<file path="config.mk">
export PLATFORM = sky130hd
export DESIGN_NAME = cwu_steer
export DESIGN_NICKNAME = d
export VERILOG_FILES = /design/src/shared/cwu_pkg.sv /design/src/cwu_sync.sv /design/src/cwu_steer.sv
export VERILOG_INCLUDE_DIRS = /design/src /design/src/shared
export SDC_FILE = /design/constraint.sdc
export NUM_CORES = 1
export LEC_CHECK = 0
export BUFFER_PORTS_ARGS = -buffer_cell sky130_fd_sc_hd__buf_2
export CAP_MARGIN = 20
export CORE_MARGIN = 2
export CORE_UTILIZATION = 49
export CTS_CLUSTER_SIZE = 10
export DETAILED_ROUTE_END_ITERATION = 6
export PLACE_DENSITY = 0.76
export SLEW_MARGIN = 20
export SYNTH_ARGS = -nofsm -noshare
export SYNTH_HDL_FRONTEND = slang
export SYNTH_SLANG_ARGS = --single-unit
</file>
<file path="constraint.sdc">
create_clock -name mclk_in -period 2.9 [get_ports mclk_in]
set_input_delay 0.58 -clock mclk_in [delete_from_list [all_inputs] [get_ports mclk_in]]
set_output_delay 0.58 -clock mclk_in [all_outputs]
set_load 0.03 [all_outputs]
</file>
<file path="src/shared/cwu_map.svh">
// Register offsets, field positions and reset values of the waveform steering unit
`ifndef CWU_MAP_SVH
`define CWU_MAP_SVH

// ----------------------------------------
// Register offsets
// ----------------------------------------
`define CWU_OFS_CTRL 3'h0
`define CWU_OFS_POL 3'h1
`define CWU_OFS_DBR 3'h2
`define CWU_OFS_DBF 3'h3
`define CWU_OFS_SDC 3'h4
`define CWU_OFS_SRC 3'h5
`define CWU_OFS_STEER 3'h6
`define CWU_OFS_FIX 3'h7

// ----------------------------------------
// Field positions
// ----------------------------------------
`define CWU_EN_BIT 7
`define CWU_DIR_BIT 0
`define CWU_IN_BIT 5
`define CWU_SHUT_BIT 7
`define CWU_REN_BIT 6
`define CWU_OVERRIDE_LEVEL_BD_LSB 4
`define CWU_OVERRIDE_LEVEL_AC_LSB 2

// ----------------------------------------
// Reset values
// ----------------------------------------
`define CWU_RST_CTRL 8'h00
`define CWU_RST_POL 4'h0
`define CWU_RST_DB 6'h00
`define CWU_RST_OVERRIDE_LEVEL_BD 2'h1
`define CWU_RST_OVERRIDE_LEVEL_AC 2'h1
`define CWU_RST_SRC 6'h00
`define CWU_RST_STEER 4'h0
`define CWU_RST_FIX 4'h0

`endif

</file>
<file path="src/shared/cwu_pkg.sv">
// Types shared by the waveform steering unit
package cwu_pkg;

  typedef enum logic [2:0] {
    CWU_MODE_STEER = 3'h0,
    CWU_MODE_SSTEER = 3'h1,
    CWU_MODE_FWD = 3'h2,
    CWU_MODE_REV = 3'h3,
    CWU_MODE_HALF = 3'h4,
    CWU_MODE_PP = 3'h5
  } cwu_mode_t;

  typedef enum logic [1:0] {
    CWU_OVR_INACT = 2'h0,
    CWU_OVR_HIZ = 2'h1,
    CWU_OVR_LOW = 2'h2,
    CWU_OVR_HIGH = 2'h3
  } cwu_ovr_t;

  // One-bit steps run -> shut -> hold; hold -> run flips both bits
  typedef enum logic [1:0] {
    CWU_ST_RUN = 2'h0,
    CWU_ST_SHUT = 2'h1,
    CWU_ST_HOLD = 2'h3
  } cwu_state_t;

endpackage

</file>
<file path="src/cwu_sync.sv">
// Two-flop synchroniser, one chain per bit
module cwu_sync #(
  parameter int W = 1
) (
  // Clock and reset
  input wire logic mclk_in,
  input wire logic rstn_in,
  // Data
  input wire logic [W-1:0] async_in,
  output logic [W-1:0] sync_out
);

  logic [W-1:0] meta_ff;

  generate
    for (genvar i = 0; i < W; i++) begin : g_bit
      always_ff @(posedge mclk_in) begin
        if (!rstn_in) begin
          meta_ff[i] <= 1'b0;
          sync_out[i] <= 1'b0;
        end else begin
          meta_ff[i] <= async_in[i];
          sync_out[i] <= meta_ff[i];
        end
      end
    end
  endgenerate

endmodule

</file>
<file path="src/cwu_steer.sv">
// Output steering, full-bridge direction and auto-shutdown of the waveform unit
//
// Summary of operation
// (RL1) Direction write applies at next input rise
// (RL2) New modulated output waits dead band once
// (RL3) Steering modes allow any output subset
// (RL4) Unsteered output fixed, steered follows input
// (RL5) Inversion acts only on steered outputs
// (RL6) Shutdown overrides only steered outputs
// (RL7) Mode 000 steering change applies immediately
// (RL8) Mode 001 steering change at input rise
// (RL9) Software set of shutdown flag forces override
// (RL10) Without auto-restart flag stays until cleared
// (RL11) Auto-restart clears flag when sources idle
// (RL12) Enabled fault input overrides outputs at once
// (RL13) Six individually enabled shutdown sources
// (RL14) Shutdown sources act by level
// (RL15) Software clear fails while source active
// (RL16) Override holds until first rise after clear
// (RL17) Two override fields, polarity ignored
// (RL18) Keeps running while processor sleeps
// (RL19) Software configures disabled, shutdown set first
// (RL20) Software starts via auto-restart or clear
// (RL21) Mode field decode of eight values
// (RL22) Override encoding high, low, float, inactive
// (RL23) Shutdown flag writable while disabled
// (RL24) Per-output fixed level bit
// (RL25) Flag reads set in shut state only; reads clear while override holds to next rise
//
// The register addresses and the plain strobed port are this design's own decisions.
module cwu_steer
  import cwu_pkg::*;
#(
  parameter int DB_W = 6
) (
  // Clock and reset
  input wire logic mclk_in,
  input wire logic rstn_in,
  // Register port
  input wire logic [2:0] addr_in,
  input wire logic [7:0] wdata_in,
  input wire logic wr_in,
  input wire logic rd_in,
  output logic [7:0] rdata_out,
  // Modulating input and shutdown sources
  input wire logic data_in,
  input wire logic cmp1_in,
  input wire logic cmp2_in,
  input wire logic tmr_a_in,
  input wire logic tmr_b_in,
  input wire logic tmr_c_in,
  input wire logic wave_pin_in,
  // Outputs a, b, c, d on bits 0 to 3
  output logic [3:0] out_val_out,
  output logic [3:0] out_oe_out
);
  import cwu_pkg::*;
  `include "cwu_map.svh"

  // ----------------------------------------
  // Parameter check
  // ----------------------------------------
  generate
    if (DB_W < 1 || DB_W > 8) begin : g_bad_db
      $error("DB_W must lie between 1 and 8");
    end
  endgenerate

  // ----------------------------------------
  // Input synchronisers
  // ----------------------------------------
  logic [6:0] raw_s;
  logic data_s;
  logic [5:0] src_s;

  cwu_sync #(.W(7)) u_sync (
    .mclk_in(mclk_in),
    .rstn_in(rstn_in),
    .async_in({wave_pin_in, tmr_c_in, tmr_b_in, tmr_a_in, cmp2_in, cmp1_in, data_in}),
    .sync_out(raw_s)
  );
  assign data_s = raw_s[0];
  assign src_s = raw_s[6:1];

  logic data_prev_ff;
  logic rise;

  always_ff @(posedge mclk_in) begin
    if (!rstn_in) begin
      data_prev_ff <= 1'b0;
    end else begin
      data_prev_ff <= data_s;
    end
  end
  assign rise = data_s & ~data_prev_ff;

  // ----------------------------------------
  // Registers
  // ----------------------------------------
  logic en_ff;
  cwu_mode_t mode_ff;
  logic [3:0] pol_ff;
  logic [DB_W-1:0] dbr_ff;
  logic [DB_W-1:0] dbf_ff;
  logic ren_ff;
  logic [1:0] override_level_bd_ff;
  logic [1:0] override_level_ac_ff;
  logic [5:0] src_en_ff;
  logic [3:0] steer_ff;
  logic [3:0] fix_ff;
  logic wr_sdc;

  assign wr_sdc = wr_in && (addr_in == `CWU_OFS_SDC);

  always_ff @(posedge mclk_in) begin
    if (!rstn_in) begin
      en_ff <= 1'(`CWU_RST_CTRL >> `CWU_EN_BIT);
      mode_ff <= CWU_MODE_STEER;
      pol_ff <= `CWU_RST_POL;
      dbr_ff <= DB_W'(`CWU_RST_DB);
      dbf_ff <= DB_W'(`CWU_RST_DB);
      ren_ff <= 1'b0;
      override_level_bd_ff <= `CWU_RST_OVERRIDE_LEVEL_BD;
      override_level_ac_ff <= `CWU_RST_OVERRIDE_LEVEL_AC;
      src_en_ff <= `CWU_RST_SRC;
      steer_ff <= `CWU_RST_STEER;
      fix_ff <= `CWU_RST_FIX;
    end else if (wr_in) begin
      case (addr_in)
        `CWU_OFS_CTRL: begin
          en_ff <= wdata_in[`CWU_EN_BIT];
          mode_ff <= cwu_mode_t'(wdata_in[2:0]); // RL21
        end
        `CWU_OFS_POL: pol_ff <= wdata_in[3:0];
        `CWU_OFS_DBR: dbr_ff <= wdata_in[DB_W-1:0];
        `CWU_OFS_DBF: dbf_ff <= wdata_in[DB_W-1:0];
        `CWU_OFS_SDC: begin
          ren_ff <= wdata_in[`CWU_REN_BIT];
          override_level_bd_ff <= wdata_in[`CWU_OVERRIDE_LEVEL_BD_LSB +: 2];
          override_level_ac_ff <= wdata_in[`CWU_OVERRIDE_LEVEL_AC_LSB +: 2];
        end
        `CWU_OFS_SRC: src_en_ff <= wdata_in[5:0]; // RL13
        `CWU_OFS_STEER: steer_ff <= wdata_in[3:0];
        `CWU_OFS_FIX: fix_ff <= wdata_in[3:0]; // RL24
        default: ;
      endcase
    end
  end

  // ----------------------------------------
  // Shutdown state
  // ----------------------------------------
  // Sources count as asserted when high; they are level sensed, never latched
  logic src_act;
  logic sw_set;
  logic sw_clr;
  cwu_state_t st_ff;
  cwu_state_t nxt_st;

  assign src_act = |(src_s & src_en_ff); // RL14
  // Accepted regardless of enable so software can arm shutdown before start
  assign sw_set = wr_sdc && wdata_in[`CWU_SHUT_BIT]; // RL23
  assign sw_clr = wr_sdc && !wdata_in[`CWU_SHUT_BIT];

  always_comb begin
    nxt_st = st_ff;
    case (st_ff)
      CWU_ST_RUN: begin
        if (sw_set || src_act) begin
          nxt_st = CWU_ST_SHUT; // RL9
        end
      end
      CWU_ST_SHUT: begin
        // Set wins: a source or a set write keeps the flag
        if (!src_act && !sw_set && (ren_ff || sw_clr)) begin
          nxt_st = CWU_ST_HOLD; // RL10 RL11 RL15
        end
      end
      CWU_ST_HOLD: begin
        if (sw_set || src_act) begin
          nxt_st = CWU_ST_SHUT;
        end else if (rise) begin
          nxt_st = CWU_ST_RUN; // RL16
        end
      end
      default: nxt_st = CWU_ST_RUN;
    endcase
  end

  always_ff @(posedge mclk_in) begin
    if (!rstn_in) begin
      st_ff <= CWU_ST_RUN;
    end else begin
      st_ff <= nxt_st;
    end
  end

  // ----------------------------------------
  // Steering selection
  // ----------------------------------------
  logic [3:0] steer_sync_ff;
  logic [3:0] steer_eff;

  always_ff @(posedge mclk_in) begin
    if (!rstn_in) begin
      steer_sync_ff <= `CWU_RST_STEER;
    end else if (mode_ff != CWU_MODE_SSTEER || rise) begin
      steer_sync_ff <= steer_ff; // RL8
    end
  end
  // Asynchronous mode may chop the pulse in flight; useful to pull a pin fast
  assign steer_eff = (mode_ff == CWU_MODE_STEER) ? steer_ff : steer_sync_ff; // RL7

  // ----------------------------------------
  // Full-bridge direction and dead band
  // ----------------------------------------
  logic fb_mode;
  logic dir_ff;
  logic db_busy_ff;
  logic [DB_W-1:0] db_cnt_ff;
  logic [DB_W-1:0] db_tgt_ff;
  logic dir_chg;

  assign fb_mode = (mode_ff == CWU_MODE_FWD) || (mode_ff == CWU_MODE_REV);
  assign dir_chg = fb_mode && rise && (mode_ff[`CWU_DIR_BIT] != dir_ff);

  always_ff @(posedge mclk_in) begin
    if (!rstn_in) begin
      dir_ff <= 1'b0;
    end else if (!fb_mode || rise) begin
      dir_ff <= mode_ff[`CWU_DIR_BIT]; // RL1
    end
  end

  // Counts from zero to the band value; only the first pulse is delayed
  always_ff @(posedge mclk_in) begin
    if (!rstn_in) begin
      db_busy_ff <= 1'b0;
      db_cnt_ff <= '0;
      db_tgt_ff <= '0;
    end else if (dir_chg) begin
      db_cnt_ff <= '0;
      db_tgt_ff <= mode_ff[`CWU_DIR_BIT] ? dbr_ff : dbf_ff;
      db_busy_ff <= ((mode_ff[`CWU_DIR_BIT] ? dbr_ff : dbf_ff) != '0); // RL2
    end else if (db_busy_ff) begin
      db_cnt_ff <= db_cnt_ff + 1'b1;
      db_busy_ff <= (db_cnt_ff + 1'b1) != db_tgt_ff;
    end
  end

  // ----------------------------------------
  // Output composition
  // ----------------------------------------
  logic ovr;
  logic [3:0] nxt_val;
  logic [3:0] nxt_oe;

  assign ovr = (st_ff != CWU_ST_RUN) || src_act; // RL12

  always_comb begin
    logic act;
    logic [1:0] lvl;
    act = 1'b0;
    lvl = 2'h0;
    nxt_val = '0;
    nxt_oe = '0;
    for (int i = 0; i < 4; i++) begin
      lvl = (i % 2 == 0) ? override_level_ac_ff : override_level_bd_ff;
      act = 1'b1;
      case (mode_ff)
        CWU_MODE_STEER, CWU_MODE_SSTEER: begin
          act = steer_eff[i]; // RL6
          nxt_val[i] = steer_eff[i] ? (data_s ^ pol_ff[i]) : fix_ff[i]; // RL3 RL4 RL5
        end
        CWU_MODE_FWD, CWU_MODE_REV: begin
          if (i == (dir_ff ? 2 : 0)) begin
            nxt_val[i] = ~pol_ff[i];
          end else if (i == (dir_ff ? 1 : 3)) begin
            nxt_val[i] = (data_s & ~db_busy_ff) ^ pol_ff[i]; // RL2
          end else begin
            nxt_val[i] = pol_ff[i];
          end
        end
        // Bridge pairs without dead band; push-pull sequencing not built
        default: nxt_val[i] = (data_s ^ i[0]) ^ pol_ff[i];
      endcase
      nxt_oe[i] = en_ff;
      if (ovr && act) begin
        case (cwu_ovr_t'(lvl))
          CWU_OVR_HIGH: nxt_val[i] = 1'b1; // RL17 RL22
          CWU_OVR_LOW: nxt_val[i] = 1'b0;
          CWU_OVR_HIZ: begin
            nxt_val[i] = 1'b0;
            nxt_oe[i] = 1'b0;
          end
          default: nxt_val[i] = pol_ff[i];
        endcase
      end
      if (!en_ff) begin
        nxt_val[i] = 1'b0;
      end
    end
  end

  // No sleep gating: the unit runs whenever its clock runs
  always_ff @(posedge mclk_in) begin
    if (!rstn_in) begin
      out_val_out <= '0;
      out_oe_out <= '0;
    end else begin
      out_val_out <= nxt_val; // RL18
      out_oe_out <= nxt_oe;
    end
  end

  // ----------------------------------------
  // Read port
  // ----------------------------------------
  logic [7:0] nxt_rdata;

  always_comb begin
    nxt_rdata = '0;
    case (addr_in)
      `CWU_OFS_CTRL: nxt_rdata = {en_ff, 4'h0, mode_ff};
      `CWU_OFS_POL: nxt_rdata = {2'h0, data_s, 1'b0, pol_ff};
      `CWU_OFS_DBR: nxt_rdata = 8'(dbr_ff);
      `CWU_OFS_DBF: nxt_rdata = 8'(dbf_ff);
      `CWU_OFS_SDC: nxt_rdata = {st_ff == CWU_ST_SHUT, ren_ff, override_level_bd_ff, override_level_ac_ff, 2'h0}; // RL25
      `CWU_OFS_SRC: nxt_rdata = {1'b1, 1'b0, src_en_ff};
      `CWU_OFS_STEER: nxt_rdata = {4'h0, steer_ff};
      `CWU_OFS_FIX: nxt_rdata = {4'h0, fix_ff};
      default: nxt_rdata = '0;
    endcase
  end

  always_ff @(posedge mclk_in) begin
    if (!rstn_in) begin
      rdata_out <= '0;
    end else if (rd_in) begin
      rdata_out <= nxt_rdata;
    end else begin
      rdata_out <= '0;
    end
  end
endmodule

</file>
==> results by group <==
Critical path
  • Crit-path max FO: 9
  • Cells along the critical path: mux2i_1 -> nor3_1 -> a2111oi_0 -> a22oi_1 -> a211oi_1
  • Largest stage delay, worst path: 620 ps
  • Worst Setup SP: mode_ff[0]
  • RR Startpoint: mode_ff[0]
  • CP Class: flop to flop
  • Reg-to-reg endpoint: out_val_out[3]
  • CP delay by family, top: compound AO/OA/AOI/OAI gates
  • R2R depth: 5
  • WP depth: 5
  • Worst path required time: about 3200 ps
  • CP arrival: approximately 2200 ps
  • Crit path capture type: flop
  • Crit path to: out_val_out[3]
  • Startpoint types: flop
  • Slowest CP cell: dfxtp_1
  • Buf/Inv on CP: 0
  • Internal reg-to-reg setup slack: 970 ps

Floorplan
  • Die area: around 9300 um2
  • Row count: 33
  • Initial Utilization: 0.506
  • Die outline height: about 96 um
  • IO Count: 38
  • Core area: 8260 um2
  • DIE WIDTH: ~96 um

Clock network
  • Latest clock arrival within the worst-skew pair: roughly 350 ps
  • # clock sinks: 90
  • Num CTS Buffers: 9
  • Post-cts sizing count: 0
  • Clock Tree Root: clkbuf_8
  • Post-CTS Hold Buffers: 0
  • CTS tree: done
  • Post-CTS Setup Inserts: 0
  • Maximum root-to-sink buffer count: 2
  • Worst-path clk slew: about 90 ps
  • Htree depth: 3

Yosys
  • Post-synthesis sequential area ratio: 0.431
  • Net Count, Synth: 471
  • Synth Flop Type: dfxtp_1
  • Cell count after synthesis: between 400 and 500
  • Netlist cell types: 48
  • Asr flop ratio synth: 0
  • Synth warnings: 0
  • EDFF count, synth: 0
  • FF+latch count, synth: 90
  • Syn_area_per_cell: 9.33 um2
  • Synthesized cell area: 4180 um2

Global route
  • Largest net degree at the start of global routing: 39
  • Grt ovf: 0
  • Initial antenna violation count: 0
  • Global-route wire length before repair: 15,000 um
  • Number of global-route vias before repair: around 3.0k
  • Total global-route track usage: 0.216

Timing
  • Final Max Slew Viols: 0
  • Fin crit share: 0.667
  • Worst Tran Pin Value: 579 ps
  • Fin crit period: a little under 2000 ps
  • Slew HR: 0.614
  • Hold WS: 430 ps
  • Setup Total Neg Slack: 0 ps
  • Max Clock Freq: approximately 520 MHz
  • RSZ-0062 raised after global routing: no
  • Endpoints failing hold: 0
  • Final setup fails: 0
  • Clock skew: approximately 11 ps

Final layout
  • Commonest non-fill, non-tap cell in the layout: dfxtp_1
  • Antenna cells: 0
  • Cell area after layout: roughly 4600 um2
  • Final net count: between 400 and 500
  • Area delta synth->final: 10.5%
  • Layout cells sized above 1: 0.145
  • Fillers: 774
  • Most frequent cells in the layout: 90 x dfxtp_1, 55 x mux2i_1, 50 x nor2b_1, 37 x buf_2, 33 x nand2_1

Drt
  • Iter 0 DRT Violations: roughly 220
  • WL final: about 9400 um
  • Antenna-violating nets left: 0
  • DRC: 0
  • Vias per std cell: 5.57
  • Wire per inst: between 15 and 20 um
  • Drt pass-1 iters: 4
  • Vias: 3,230

Placement
  • Final GP Congestion: about 0.91
  • Post-DP Area: about 4400 um2
  • Input/output buffers: 37
  • Post-DP HPWL: about 6800 um

Outcome
  • Run status: finished clean

Min path
  • Hold Crit Class: primary input to flop

Flow run
  • MaxCap Viol Count: 0

Power
  • VDD IR max: 0.336 mV
  • LEAKAGE: around 1.8 nW
  • Cell Pwr Density: between 500 and 600 nW/um2
## Yosys cell counts, types with 2 or more instances
cell      count  share of area
a32oi_1       2         0.0042
nand2_1      33          0.030
dfxtp_1      90           0.43
a22oi_1       4         0.0072
inv_1         3         0.0027
nand2b_1      2         0.0030
clkbuf_1     19          0.017
and2_1       25          0.037
o22ai_1       2         0.0030
nor2_1       27          0.024
a221oi_1      3         0.0063
nor2b_1      50          0.075
a211oi_1      6          0.011
nor3_1       12          0.014
xnor2_1      11          0.023
nor4_1        2         0.0030
buf_2        11          0.013
nor4bb_1      2         0.0048
a21o_1        2         0.0036
a21oi_1      11          0.013
xor2_1        9          0.019
nand3_1      11          0.013
a22o_1        4         0.0084
nand4_1       4         0.0060
a311oi_1      2         0.0042
nor3b_1       3         0.0054
o21ai_0      17          0.020
mux2_2        6          0.016
mux2i_1      55           0.13
mux4_2        2          0.011
## flip-flops by register name, indices dropped and copies added (netlist names), 3 cells and up
name and count:
db_tgt_ff 6, pol_ff 4, dbr_ff 6, dbf_ff 6
steer_ff 4, out_oe_out 4, u_sync.sync_out 7, fix_ff 4
mode_ff 3, steer_sync_ff 4, src_en_ff 6, out_val_out 4
db_cnt_ff 6, u_sync.meta_ff 7, rdata_out 8
## metrics by stage
stage,instances,setup WS (ps),power [W],util
after floorplan,448,1250,0.00143,-
after global placement,564,961,0.00148,0.533
after detailed placement,564,928,0.00148,0.533
after CTS,580,999,0.00237,0.559
after global routing,580,763,0.00245,0.559
final,580,965,0.00235,0.559
## logic make-up after synthesis
logic type | count (synthesis) | synth area share
mux | 63 | 0.159
compound gates | 61 | 0.0970
fa+ha+maj | 1 | 0.00299
buf+inv | 34 | 0.0356
flops | 90 | 0.431
xor+xnor | 20 | 0.0419
simple gates | 179 | 0.232
## worst register-to-register path, delay by kind of cell, from the launching register on
family	cells	cell delay, ps
AND/OR/NAND/NOR	1	80
flip-flops	1	620
multiplexers	1	350
AO/OA/AOI/OAI	3	810
## worst min-delay path by stage
stage | startpoint | end | cells after the start
global placement | u_sync.meta_ff[2] | u_sync.sync_out[2] | 1
floorplan | u_sync.meta_ff[0] | u_sync.sync_out[0] | 1
detailed placement | u_sync.meta_ff[6] | u_sync.sync_out[6] | 1
CTS | cmp1_in | u_sync.meta_ff[1] | 2
finish | tmr_a_in | u_sync.meta_ff[3] | 2
global route | cmp1_in | u_sync.meta_ff[1] | 2
## layer usage
| layer | wire length [um] | global-route usage | vias up |
|---|---|---|---|
| li1 | - | - | 1598 |
| met1 | 4340 | 0.303 | 1507 |
| met2 | 4230 | 0.332 | 113 |
| met3 | 691 | 0.0470 | 12 |
| met4 | 162 | 0.0669 | 0 |
| met5 | 0 | 0 | - |
## cell type report
type                       count  area (um2)  share of cell area
clock buffer                  12         165              0.0358
clock inverter                 4        48.8              0.0106
inverter                       3        11.3             0.00244
multi-input combinational    324        2230               0.484
sequential                    90        1800               0.390
tap                          105         131              0.0285
timing repair buffer          42         223              0.0483
## power breakdown
part	total, W	switching, W	internal (W)	leakage (nW)
registers	0.00128	0.0000230	0.00126	0.730
logic	0.000175	0.0000997	0.0000752	0.985
clock network	0.000893	0.000425	0.000468	0.112
total	0.00235	0.000548	0.00180	1.83
(Power assumes the default switching activity.)
